[config.mk]
export PLATFORM = sky130hd
export DESIGN_NAME = servo_io_function_monitor
export DESIGN_NICKNAME = d
export VERILOG_FILES = /design/src/servo_io_pkg.sv /design/src/servo_io_function_monitor.sv
export VERILOG_INCLUDE_DIRS = /design/src
export SDC_FILE = /design/constraint.sdc
export NUM_CORES = 1
export LEC_CHECK = 0
export ABC_AREA = 1
export BUFFER_PORTS_ARGS = -buffer_cell sky130_fd_sc_hd__clkbuf_2
export CAP_MARGIN = 20
export CELL_PAD_IN_SITES_DETAIL_PLACEMENT = 2
export CELL_PAD_IN_SITES_GLOBAL_PLACEMENT = 2
export CORE_MARGIN = 1
export CORE_UTILIZATION = 37
export CTS_CLUSTER_SIZE = 25
export DETAILED_ROUTE_END_ITERATION = 6
export HOLD_SLACK_MARGIN = 0.05
export PLACE_DENSITY_LB_ADDON = 0.1
export RECOVER_POWER = 100
export SLEW_MARGIN = 20
export SYNTH_ARGS = -nofsm -noshare
export SYNTH_HDL_FRONTEND = slang
export SYNTH_SLANG_ARGS = --single-unit
[constraint.sdc]
create_clock -name i_clock -period 5.8 [get_ports i_clock]
set_input_delay 0.58 -clock i_clock [delete_from_list [all_inputs] [get_ports i_clock]]
set_output_delay 0.58 -clock i_clock [all_outputs]
set_load 0.02 [all_outputs]
[src/servo_io_consts.svh]
// register offsets, field positions, reset values and limits of the monitor block
// assumes: included by bare name from the package and the design file
`ifndef SERVO_IO_CONSTS_SVH
`define SERVO_IO_CONSTS_SVH

// ------------------------------------------------------------
// register byte offsets
// ------------------------------------------------------------
`define OFS_FF_GAIN      8'h00
`define OFS_FO_VEL       8'h04
`define OFS_IN_POLARITY  8'h08
`define OFS_CHATTER_TIME 8'h0C
`define OFS_IN_MONITOR   8'h10
`define OFS_OUT_MONITOR  8'h14
`define OFS_EDGE_COUNT   8'h18

// ------------------------------------------------------------
// reset values and legal ranges
// ------------------------------------------------------------
`define FF_GAIN_RESET    14'h2710
`define FF_GAIN_MAX      14'h2710
`define FO_VEL_RESET     14'h0000
`define FO_VEL_MAX       14'h2710
`define POLARITY_RESET   6'h00
`define CHATTER_RESET    16'h0010
`define EDGE_RESET       32'h0000_0000

// ------------------------------------------------------------
// discrete input bit positions
// ------------------------------------------------------------
`define IN_HOLD          0
`define IN_INTEG_OFF     1
`define IN_JOG           2
`define IN_OVERRIDE      3
`define IN_NEG_LIMIT     4
`define IN_POS_LIMIT     5

// ------------------------------------------------------------
// servo output bit positions
// ------------------------------------------------------------
`define OUT_IN_POSITION  0
`define OUT_PROX_FIRST   1
`define OUT_PROX_SECOND  2
`define OUT_NORMAL       3
`define OUT_NEG_DETECT   4
`define OUT_POS_DETECT   5

// ------------------------------------------------------------
// bus answer codes
// ------------------------------------------------------------
`define RESP_OKAY        2'h0
`define RESP_SLVERR      2'h2

`endif

[src/servo_io_pkg.sv]
// types shared by the monitor block and its bench
// assumes: servo_io_consts.svh sits in the same folder
`include "servo_io_consts.svh"

package servo_io_pkg;

    // ------------------------------------------------------------
    // bus carriers
    // ------------------------------------------------------------
    typedef struct packed {
        logic [7:0]  awaddr;
        logic        awvalid;
        logic [31:0] wdata;
        logic [3:0]  wstrb;
        logic        wvalid;
        logic        bready;
        logic [7:0]  araddr;
        logic        arvalid;
        logic        rready;
    } axi_req_type;

    typedef struct packed {
        logic        awready;
        logic        wready;
        logic        bvalid;
        logic [1:0]  bresp;
        logic        arready;
        logic        rvalid;
        logic [31:0] rdata;
        logic [1:0]  rresp;
    } axi_rsp_type;

    // ------------------------------------------------------------
    // servo loop status feeding the output monitors
    // ------------------------------------------------------------
    typedef struct packed {
        logic positioning_done;
        logic target_held;
        logic near_target_first;
        logic near_target_second;
        logic alarm_active;
        logic warning_active;
        logic neg_limit_detected;
        logic pos_limit_detected;
    } loop_status_type;

    // ------------------------------------------------------------
    // whole state of the block
    // ------------------------------------------------------------
    typedef struct packed {
        logic [5:0]       sync1;
        logic [5:0]       sync2;
        logic [5:0]       sync3;
        logic [5:0]       filt;
        logic [5:0][15:0] db_cnt;
        logic [5:0]       outmon;
        logic             phase_a;
        logic             phase_b;
        logic [31:0]      edge_cnt;
        logic [13:0]      ff_gain;
        logic             ff_en;
        logic [13:0]      fo_vel;
        logic             bypass;
        logic [5:0]       polarity;
        logic [15:0]      chatter_time;
        logic             aw_held;
        logic [7:0]       awaddr;
        logic             w_held;
        logic [31:0]      wdata;
        logic [3:0]       wstrb;
        axi_rsp_type      rsp;
    } state_type;

endpackage : servo_io_pkg

[src/servo_io_function_monitor.sv]
// monitor and control-parameter logic of a servo driver, with an AXI4-Lite slave
// assumes: one 250 MHz clock; discrete inputs are asynchronous pins, loop status
// and feedback phases come from logic on the same clock
//
// What this block does
// [RQ1] feed-forward gain 0..1.0000, resets to 1.0000
// [RQ2] zero gain turns feed-forward path off
// [RQ3] input monitors show level after polarity and filter
// [RQ4] output monitors show state before timer and inversion
// [RQ5] hold monitor: 1 while hold requested
// [RQ6] integration-off monitor: 1 when integral disabled
// [RQ7] in-position only when done and target held
// [RQ8] jog monitor: 1 accelerate, 0 decelerate
// [RQ9] counter totals edges on both feedback phases
// [RQ10] writing zero clears counter, counting restarts
// [RQ11] first proximity monitor: 1 near target
// [RQ12] second proximity monitor: 1 near target
// [RQ13] normal monitor 0 on any alarm or warning
// [RQ14] bypass both torque filters at low speed
// [RQ15] zero threshold keeps filters always active
// [RQ16] override monitor: 1 when override active
// [RQ17] negative limit input monitor: 1 when detected
// [RQ18] positive limit input monitor: 1 when detected
// [RQ19] negative limit detect monitor: 1 when detected
// [RQ20] positive limit detect monitor: 1 when detected
// [RQ21] filtered level changes only after stable interval
// [RQ22] edge counter wraps, never saturates
`timescale 1ns/1ps
`default_nettype none
`include "servo_io_consts.svh"

module servo_io_function_monitor (
    // clock and reset
    input  wire logic                          i_clock,
    input  wire logic                          i_srst,
    // register bus
    input  wire servo_io_pkg::axi_req_type     i_axi,
    output var  servo_io_pkg::axi_rsp_type     o_axi,
    // discrete control pins, asynchronous
    input  wire logic                          i_hold_request_input,
    input  wire logic                          i_integration_disable_input,
    input  wire logic                          i_jog_request_input,
    input  wire logic                          i_velocity_override_input,
    input  wire logic                          i_neg_limit_input,
    input  wire logic                          i_pos_limit_input,
    // servo loop state
    input  wire servo_io_pkg::loop_status_type i_loop,
    input  wire logic                          i_feedback_phase_a,
    input  wire logic                          i_feedback_phase_b,
    input  wire logic [15:0]                   i_motor_speed,
    // servo loop controls
    output logic [13:0]                        o_feedforward_gain,
    output logic                               o_feedforward_enable,
    output logic                               o_torque_filter_bypass,
    output logic [5:0]                         o_input_monitor
);

    // ------------------------------------------------------------
    // state
    // ------------------------------------------------------------
    servo_io_pkg::state_type s_q;
    servo_io_pkg::state_type s_d;

    logic [5:0]  pins;
    logic [5:0]  cand;
    logic [5:0]  loop_out;
    logic [31:0] mask;
    logic [31:0] wmerge;
    logic [31:0] old_val;
    logic [1:0]  edges;
    logic        do_write;
    logic        do_read;

    // pin gathering; bit order fixed by the input positions
    assign pins[`IN_HOLD]      = i_hold_request_input;
    assign pins[`IN_INTEG_OFF] = i_integration_disable_input;
    assign pins[`IN_JOG]       = i_jog_request_input;
    assign pins[`IN_OVERRIDE]  = i_velocity_override_input;
    assign pins[`IN_NEG_LIMIT] = i_neg_limit_input;
    assign pins[`IN_POS_LIMIT] = i_pos_limit_input;

    // raw servo outputs, taken before any stability timer or inversion
    assign loop_out[`OUT_IN_POSITION] = i_loop.positioning_done & i_loop.target_held; // see [RQ7]
    assign loop_out[`OUT_PROX_FIRST]  = i_loop.near_target_first;    // see [RQ11]
    assign loop_out[`OUT_PROX_SECOND] = i_loop.near_target_second;   // see [RQ12]
    assign loop_out[`OUT_NORMAL]      = ~(i_loop.alarm_active | i_loop.warning_active); // see [RQ13]
    assign loop_out[`OUT_NEG_DETECT]  = i_loop.neg_limit_detected;   // see [RQ19]
    assign loop_out[`OUT_POS_DETECT]  = i_loop.pos_limit_detected;   // see [RQ20]

    // ------------------------------------------------------------
    // next-state logic
    // ------------------------------------------------------------
    always_comb begin
        s_d = s_q;

        // three-stage pin sampling; only stage two reads stage one
        s_d.sync1 = pins;
        s_d.sync2 = s_q.sync1;
        s_d.sync3 = s_q.sync2;

        // agreed level, polarity applied before filtering
        for (int i = 0; i < 6; i++) begin
            cand[i] = (s_q.sync2[i] == s_q.sync3[i]) ?
                      (s_q.sync3[i] ^ s_q.polarity[i]) : s_q.filt[i];
        end

        // anti-chatter: a new level waits out the interval first
        for (int i = 0; i < 6; i++) begin
            if (cand[i] == s_q.filt[i]) begin
                s_d.db_cnt[i] = 16'h0000;
            end else if (s_q.db_cnt[i] >= s_q.chatter_time) begin
                s_d.filt[i] = cand[i]; // see [RQ3] [RQ5] [RQ6] [RQ8] [RQ16] [RQ17] [RQ18] [RQ21]
                s_d.db_cnt[i] = 16'h0000;
            end else begin
                s_d.db_cnt[i] = s_q.db_cnt[i] + 16'h0001;
            end
        end

        // output monitors sample the raw loop state
        s_d.outmon = loop_out;                              // see [RQ4]

        // feedback edges on both phases, both may move at once
        edges = {1'b0, i_feedback_phase_a ^ s_q.phase_a} +
                {1'b0, i_feedback_phase_b ^ s_q.phase_b};
        s_d.phase_a  = i_feedback_phase_a;
        s_d.phase_b  = i_feedback_phase_b;
        s_d.edge_cnt = s_q.edge_cnt + {30'h0000_0000, edges}; // see [RQ9] [RQ22]

        // write channels are taken independently, in either order
        if (i_axi.awvalid && s_q.rsp.awready) begin
            s_d.aw_held = 1'b1;
            s_d.awaddr  = i_axi.awaddr;
        end
        if (i_axi.wvalid && s_q.rsp.wready) begin
            s_d.w_held = 1'b1;
            s_d.wdata  = i_axi.wdata;
            s_d.wstrb  = i_axi.wstrb;
        end

        // byte-lane merge against the addressed register
        unique case (s_q.awaddr)
            `OFS_FF_GAIN:      old_val = {18'h00000, s_q.ff_gain};
            `OFS_FO_VEL:       old_val = {18'h00000, s_q.fo_vel};
            `OFS_IN_POLARITY:  old_val = {26'h0000000, s_q.polarity};
            `OFS_CHATTER_TIME: old_val = {16'h0000, s_q.chatter_time};
            `OFS_EDGE_COUNT:   old_val = s_q.edge_cnt;
            default:           old_val = 32'h0000_0000;
        endcase
        mask   = {{8{s_q.wstrb[3]}}, {8{s_q.wstrb[2]}},
                  {8{s_q.wstrb[1]}}, {8{s_q.wstrb[0]}}};
        wmerge = (old_val & ~mask) | (s_q.wdata & mask);

        // perform the write once address and data are both held
        do_write = s_q.aw_held && s_q.w_held && !s_q.rsp.bvalid;
        if (do_write) begin
            s_d.aw_held   = 1'b0;
            s_d.w_held    = 1'b0;
            s_d.rsp.bvalid = 1'b1;
            s_d.rsp.bresp  = `RESP_OKAY;
            unique case (s_q.awaddr)
                `OFS_FF_GAIN: begin
                    // out-of-range gain is refused, old value kept
                    if (wmerge <= {18'h00000, `FF_GAIN_MAX}) begin
                        s_d.ff_gain = wmerge[13:0];          // see [RQ1]
                    end else begin
                        s_d.rsp.bresp = `RESP_SLVERR;
                    end
                end
                `OFS_FO_VEL: begin
                    if (wmerge <= {18'h00000, `FO_VEL_MAX}) begin
                        s_d.fo_vel = wmerge[13:0];           // see [RQ14]
                    end else begin
                        s_d.rsp.bresp = `RESP_SLVERR;
                    end
                end
                `OFS_IN_POLARITY:  s_d.polarity     = wmerge[5:0];
                `OFS_CHATTER_TIME: s_d.chatter_time = wmerge[15:0];
                // a load restarts counting; an edge in the same cycle still counts
                `OFS_EDGE_COUNT:   s_d.edge_cnt = wmerge + {30'h0000_0000, edges}; // see [RQ10]
                // monitors are read-only, unmapped space errors
                default:           s_d.rsp.bresp = `RESP_SLVERR;
            endcase
        end
        if (s_q.rsp.bvalid && i_axi.bready) begin
            s_d.rsp.bvalid = 1'b0;
        end

        // read: one access in flight, data ready the cycle after the address
        do_read = i_axi.arvalid && s_q.rsp.arready;
        if (do_read) begin
            s_d.rsp.rvalid = 1'b1;
            s_d.rsp.rresp  = `RESP_OKAY;
            unique case (i_axi.araddr)
                `OFS_FF_GAIN:      s_d.rsp.rdata = {18'h00000, s_q.ff_gain};
                `OFS_FO_VEL:       s_d.rsp.rdata = {18'h00000, s_q.fo_vel};
                `OFS_IN_POLARITY:  s_d.rsp.rdata = {26'h0000000, s_q.polarity};
                `OFS_CHATTER_TIME: s_d.rsp.rdata = {16'h0000, s_q.chatter_time};
                `OFS_IN_MONITOR:   s_d.rsp.rdata = {26'h0000000, s_q.filt};   // see [RQ3]
                `OFS_OUT_MONITOR:  s_d.rsp.rdata = {26'h0000000, s_q.outmon}; // see [RQ4]
                `OFS_EDGE_COUNT:   s_d.rsp.rdata = s_q.edge_cnt;              // see [RQ9]
                default: begin
                    s_d.rsp.rdata = 32'h0000_0000;
                    s_d.rsp.rresp = `RESP_SLVERR;
                end
            endcase
        end else if (s_q.rsp.rvalid && i_axi.rready) begin
            s_d.rsp.rvalid = 1'b0;
        end

        // readies registered from the next holding state
        s_d.rsp.awready = !s_d.aw_held;
        s_d.rsp.wready  = !s_d.w_held;
        s_d.rsp.arready = !s_d.rsp.rvalid;

        // loop controls follow the registered parameters
        s_d.ff_en  = (s_d.ff_gain != 14'h0000);             // see [RQ2]
        // zero threshold never bypasses; equal speed does
        s_d.bypass = (s_d.fo_vel != 14'h0000) &&
                     ({2'b00, s_d.fo_vel} >= i_motor_speed); // see [RQ14] [RQ15]
    end

    // ------------------------------------------------------------
    // state register
    // ------------------------------------------------------------
    always_ff @(posedge i_clock) begin
        if (i_srst) begin
            s_q              <= '0;
            s_q.ff_gain      <= `FF_GAIN_RESET;               // see [RQ1]
            s_q.ff_en        <= 1'b1;
            s_q.fo_vel       <= `FO_VEL_RESET;                // see [RQ15]
            s_q.polarity     <= `POLARITY_RESET;
            s_q.chatter_time <= `CHATTER_RESET;
            s_q.edge_cnt     <= `EDGE_RESET;
            s_q.rsp.awready  <= 1'b1;
            s_q.rsp.wready   <= 1'b1;
            s_q.rsp.arready  <= 1'b1;
        end else begin
            s_q <= s_d;
        end
    end

    // outputs straight from the state register
    assign o_axi                  = s_q.rsp;
    assign o_feedforward_gain     = s_q.ff_gain;
    assign o_feedforward_enable   = s_q.ff_en;
    assign o_torque_filter_bypass = s_q.bypass;
    assign o_input_monitor        = s_q.filt;

    // ------------------------------------------------------------
    // checks
    // ------------------------------------------------------------
    logic [15:0] spd_q;
    // speed one cycle back
    always_ff @(posedge i_clock) begin
        spd_q <= i_motor_speed;
    end

    gain_reset_a: assert property (@(posedge i_clock) // see [RQ1]
        $fell(i_srst) |-> o_feedforward_gain == `FF_GAIN_RESET && o_feedforward_enable)
        else $error("gain not at full value after reset");

    ff_off_a: assert property (@(posedge i_clock) disable iff (i_srst) // see [RQ2]
        o_feedforward_enable == (o_feedforward_gain != 14'h0000))
        else $error("feed-forward enable disagrees with gain");

    gain_range_a: assert property (@(posedge i_clock) disable iff (i_srst) // see [RQ1]
        o_feedforward_gain <= `FF_GAIN_MAX)
        else $error("gain above full value");

    bypass_a: assert property (@(posedge i_clock) disable iff (i_srst) // see [RQ14]
        s_q.fo_vel != 14'h0000 |-> o_torque_filter_bypass == ({2'b00, s_q.fo_vel} >= spd_q))
        else $error("filter bypass wrong for speed");

    never_bypass_a: assert property (@(posedge i_clock) disable iff (i_srst) // see [RQ15]
        s_q.fo_vel == 14'h0000 |-> !o_torque_filter_bypass)
        else $error("filter bypassed with zero threshold");

    in_pos_a: assert property (@(posedge i_clock) disable iff (i_srst) // see [RQ7]
        !(i_loop.positioning_done && i_loop.target_held)
        |=> !s_q.outmon[`OUT_IN_POSITION])
        else $error("in-position set while not settled");

    normal_a: assert property (@(posedge i_clock) disable iff (i_srst) // see [RQ13]
        (i_loop.alarm_active || i_loop.warning_active) |=> !s_q.outmon[`OUT_NORMAL])
        else $error("normal shown during alarm");

    edge_step_a: assert property (@(posedge i_clock) disable iff (i_srst) // see [RQ9] [RQ22]
        (!do_write && edges == 2'h1) |=> s_q.edge_cnt == $past(s_q.edge_cnt) + 32'h1)
        else $error("edge counter missed a step");

    edge_clear_a: assert property (@(posedge i_clock) disable iff (i_srst) // see [RQ10]
        (do_write && s_q.awaddr == `OFS_EDGE_COUNT && wmerge == 32'h0 && edges == 2'h0)
        |=> s_q.edge_cnt == 32'h0)
        else $error("edge counter not cleared");

    chatter_a: assert property (@(posedge i_clock) disable iff (i_srst) // see [RQ21] [RQ3]
        (s_q.filt[0] != cand[0] && s_q.db_cnt[0] < s_q.chatter_time)
        |=> $stable(s_q.filt[0]))
        else $error("filtered level changed early");

endmodule : servo_io_function_monitor
`default_nettype wire

# After elaboration in Yosys (flattened, before gate mapping)
# Index checks and enable logic that the tools add are counted.
# totals
reg_bits,299
latch_bits,0
ramBits,0
mem_bits_ro,0
in_bits,91
wordCells,156
mem_count,0
# op_classes
n_addsub,9
multipliers,0
n_div,0
magnitude_cmp,8
eq_ne,22
shifts,0
n_mux,24
bitwise_logic,21
reduce_logical,34
# op_table
cell,count
$pmux 32 s7,1
$pmux 32 s5,1
$add 16x1->16 const B,6
$ge 16x16->1,6
$mux 14,5
$add 32x2->32,2
$and 32x32->32,2
$mux 46,1
$mux 37,1
$eq 8x4->1 const B,4
$eq 8x5->1 const B,4
$le 32x14->1 const B,1
$mux 32,1
$not 32->32,1
$or 32x32->32,1
$reduce_bool 14->1,2
$reduce_or 3->1,7
$eq 8x3->1 const B,2
$ge 14x16->1,1
$logic_not 8->1,2
$reduce_and 2->1,8
$eq 1x1->1,12
$mux 1,10
$mux 9,1
other kinds (11),36

# Longest topological paths before layout
# logic_depth
word_depth,10
depth_mapped,35
mapped_depth_nobuf,33

# Worst setup path before layout
# OpenSTA, ideal clock, no wires.
# synth_path
path_kind,register to register
start,reg s_q[79] (netlist bit)
end,reg s_q (netlist bit o_torque_filter_bypass)
arrival_ns,3.118
slack_ns,2.570
stages_incl_launch_ff,34
n_path_buf,3
path_cell_list,dfxtp_1 -> inv_2 -> nand2_4 -> nor2_4 -> buf_6 -> buf_6 -> nand3_2 -> nand2_1 -> nor2_1 -> nand2_1 -> nor2_1 -> nand2_1 -> nor2_1 -> nand2_1 -> nor2_2 -> nand2_2 -> nand2_4 -> buf_4 -> nand3_1 -> nand2_1 -> inv_1 -> ha_1 -> a21oi_1 -> o21ai_0 -> a21oi_1 -> o21bai_1 -> a21oi_1 -> o21bai_1 -> a21oi_1 -> nor2_1 -> nand2_1 -> nand2_1 -> nand2_1 -> nor2_1
# synth_lines
element,line,text
from (decl),servo_io_function_monitor.sv:61,servo_io_pkg::state_type s_q;

# Worst setup path in the final report
# layout_path
start,reg s_q[83] (netlist bit)
end,reg s_q (netlist bit o_torque_filter_bypass)
# layout_between
elab_chain_len,10
# layout_rtl
element,line,text
$eq 8x5->1 (tied with other cells),servo_io_function_monitor.sv:141,unique case (s_q.awaddr)
$pmux 32 s5,servo_io_function_monitor.sv:141,
$and 32x32->32,servo_io_function_monitor.sv:151,wmerge = (old_val & ~mask) | (s_q.wdata & mask);
$or 32x32->32,servo_io_function_monitor.sv:151,
$le 32x14->1,servo_io_function_monitor.sv:170,"if (wmerge <= {18'h00000, `FO_VEL_MAX}) begin"
$mux 14,servo_io_function_monitor.sv:170,
$mux 14 (*),servo_io_function_monitor.sv:160,unique case (s_q.awaddr)
$mux 14 (*),servo_io_function_monitor.sv:155,if (do_write) begin
$ge 14x16->1 / $reduce_bool 14->1 (equally long branches),"servo_io_function_monitor.sv:219, servo_io_function_monitor.sv:218",
$logic_and 1x1->1 (*),servo_io_function_monitor.sv:218,s_d.bypass = (s_d.fo_vel != 14'h0000) &&
# Mark *: on every way between the ends. The rest lies on a longest branch, timed or not.
# A chain may end at the register's enable or synchronous reset.

==> results.sh <==
export IMPL_ys_ff_latch=297
export IMPL_cts_hold_buf=0
export IMPL_core_um2=47000
export IMPL_clk_path_buf_depth=3
export IMPL_required_ns=6.31
export IMPL_setup_violations=0
export IMPL_rows=79
export IMPL_drt_iter0_drc=814
export IMPL_power_leakage_nw=8.65
export IMPL_finalHoldViolations=0
export IMPL_h_tree_depth=2
export IMPL_status="finished, violations left"
export IMPL_ys_async_sr_fraction=0
export IMPL_synth_flop_cell="dfxtp_1"
export IMPL_hold_depth=2
export IMPL_drc=0
export IMPL_maxSlewViolCount=139
export IMPL_cts_made_buffers=38
export IMPL_holdCritStartpoint="i_loop[3]"
export IMPL_violations="max-capacitance violations, max-slew violations"
export IMPL_ios=154
export IMPL_grt_max_degree=71
export IMPL_syn_to_final_growth_pct=11.6
export IMPL_drive_gt1_frac=0.0827
export IMPL_n_fill_cell=5631
export IMPL_syn_inst=2592
export IMPL_grt_pass1_wl_mm=113
export IMPL_die_area_um2=48900
export IMPL_ff2ff_path_depth=34
export IMPL_nets=2871
export IMPL_ys_top_cells_by_count="nand2_1 (474), nor2_1 (354), inv_1 (340)"
export IMPL_die_h_um=221
export IMPL_yosysMostFrequentCell="nand2_1"
export IMPL_gp_congestion=0.897
export IMPL_syn_area_um2=17800
export IMPL_dr_pass1_iters=5
export IMPL_grt_pass1_vias=19415
export IMPL_place_hpwl_mm=53.8
export IMPL_critPathKind="reg2reg"
export IMPL_wirelength_mm=72.6
export IMPL_cp_max_fo=18
export IMPL_synth_enable_flop_cells=0
export IMPL_worst_path_max_delay_cell="o21ai_0"
export IMPL_yosysTopAreaCellShare=0.334
export IMPL_min_period_ns=4.77
export IMPL_via_per_inst=5.44
export IMPL_die_x_um=221
export IMPL_setup_tns_ns=0
export IMPL_vias=17907
export IMPL_cts_root_buf="clkbuf_16"
export IMPL_seq_area_frac_synth=0.334
export IMPL_wire_per_inst_um=22.1
export IMPL_grt_usage=0.296
export IMPL_ant_nets=0
export IMPL_max_cap_violations=3
export IMPL_clk_pin_slew_ns=0.06
export IMPL_cts_tree="yes"
export IMPL_startpoint="s_q[83]$_SDFFE_PP0P_"
export IMPL_grt_ovfl_total=0
export IMPL_cp_arrival_ns=5.28
export IMPL_cp_common_cell="nand2_1"
export IMPL_worst_setup_path_start_kind="flop"
export IMPL_skew_ns=0.0240
export IMPL_max_freq_mhz=210
export IMPL_slowest_delay_ns=0.63
export IMPL_numPortBuffers=151
export IMPL_period_share=0.823
export IMPL_initial_core_util=0.379
export IMPL_maxSlewHeadroom=-1.32
export IMPL_synth_area_leaders="dfxtp_1 (33%), nand2_1 (10%), ha_1 (8.5%)"
export IMPL_rsz0062_at_grt="false"
export IMPL_syn_area_per_cell_um2=6.86
export IMPL_hold_class="in2reg"
export IMPL_clk_latency_ns=0.58
export IMPL_powerDensity_nw_per_um2=266
export IMPL_antenna_found_initial=2
export IMPL_cts_setup_buffers=0
export IMPL_power_mw=5.28
export IMPL_r2r_start="s_q[83]$_SDFFE_PP0P_"
export IMPL_yosys_area_top_type="dfxtp_1"
export IMPL_synth_cell_types=57
export IMPL_end_kind="flop"
export IMPL_yosysWarnings=0
export IMPL_post_cts_resized=0
export IMPL_tightest_slew_ns=3.48
export IMPL_cts_sinks=297
export IMPL_ir_drop_uv=173
## sequential cells by signal, indices dropped and copies added (netlist names)
signal	flops
s_q	220
o_axi	39
o_feedforward_gain	14
o_input_monitor	6
o_feedforward_enable	1
o_torque_filter_bypass	1
mask	4
s_d	12
## critical path: cells and delay by family (launching register included)
kind            cells  cell delay (ns)
fa+ha+maj           1             0.28
simple gates       21             2.20
flops               1             0.32
compound gates      8             1.47
buf+inv             4             0.41
## cell usage in the layout, fill, tap and decap left out, types with 4 or more instances in the layout
master and instances:
o22ai_1 14, o21ai_1 12, nor4_1 16, nand2_1 474
inv_1 340, nand4_1 38, nor3_1 62, nor3b_1 35
xor2_1 48, inv_2 9, nand3_1 133, o21ai_0 168
clkinv_1 5, o221ai_1 4, clkbuf_8 7, nand3_2 6
nor2_1 354, nor2_4 4, clkbuf_1 68, or2_2 5
clkbuf_2 90, dfxtp_1 297, a31oi_1 14, a21oi_1 178
o31ai_1 4, nor2_2 5, clkinv_2 7, o211ai_1 6
nand2_2 20, xnor2_1 17, bufinv_16 7, buf_4 13
clkbuf_16 39, ha_1 121, a211oi_1 12, o21bai_1 5
nand3b_1 7
## per-layer routing
| layer | part of all wire | up-vias | track usage | wire, um |
|---|---|---|---|---|
| li1 | - | 8491 | - | - |
| met1 | 0.44 | 8874 | 0.374 | 32200 |
| met2 | 0.48 | 400 | 0.511 | 34800 |
| met3 | 0.041 | 140 | 0.0321 | 2970 |
| met4 | 0.036 | 2 | 0.120 | 2640 |
| met5 | 0.00011 | - | 0 | 8 |
## report_power, final
group / switching (mW) / leakage, nW / internal, mW
logic: 0.330 / 5.56 / 0.128
clock network: 1.03 / 0.671 / 1.63
registers: 0.0602 / 2.41 / 2.10
## kinds of logic after synthesis
| kind of cell | synth area share |
|---|---|
| AOI/OAI and AO/OA | 0.134 |
| xor gates and xnor gates | 0.0320 |
| adders and majority gates | 0.0874 |
| buffers and inverters | 0.123 |
| DFF | 0.334 |
| other | 0.000211 |
| and+or+nand+nor | 0.290 |
## stage by stage
step	utilization	cell area [um^2]	setup slack (ns)	hold WS, ns	instances
floorplan	-	17800	2.57	0.388	2593
global placement	0.395	18600	1.53	0.398	3224
detailed placement	0.395	18600	1.38	0.407	3224
CTS	0.425	19900	1.25	0.141	3292
global route	0.423	19800	0.558	0.168	3292
finish	0.423	19800	1.03	0.166	3293
## cell type report
| type | instances | area [um^2] | area share |
|---|---|---|---|
| antenna | 1 | 2.50 | 0.000126 |
| clock inverter | 18 | 278 | 0.0140 |
| sequential | 297 | 5950 | 0.300 |
| timing repair buffer | 167 | 788 | 0.0397 |
| multi-input combinational | 1799 | 9660 | 0.487 |
| inverter | 354 | 1330 | 0.0670 |
| clock buffer | 50 | 1090 | 0.0548 |
| tap | 607 | 759 | 0.0383 |
## path summary, 6_finish.rpt
| path | endpoint | slack [ns] |
|---|---|---|
| setup reg to reg | o_torque_filter_bypass$_SDFF_PP0_ | 1.03 |
| hold / removal | s_q[176]$_SDFF_PP0_ | 0.17 |
| hold reg to reg | s_d[284]$_SDFF_PP0_ | 0.42 |
| setup / recovery | o_torque_filter_bypass$_SDFF_PP0_ | 1.03 |
Power figures use the tool's default switching activity.
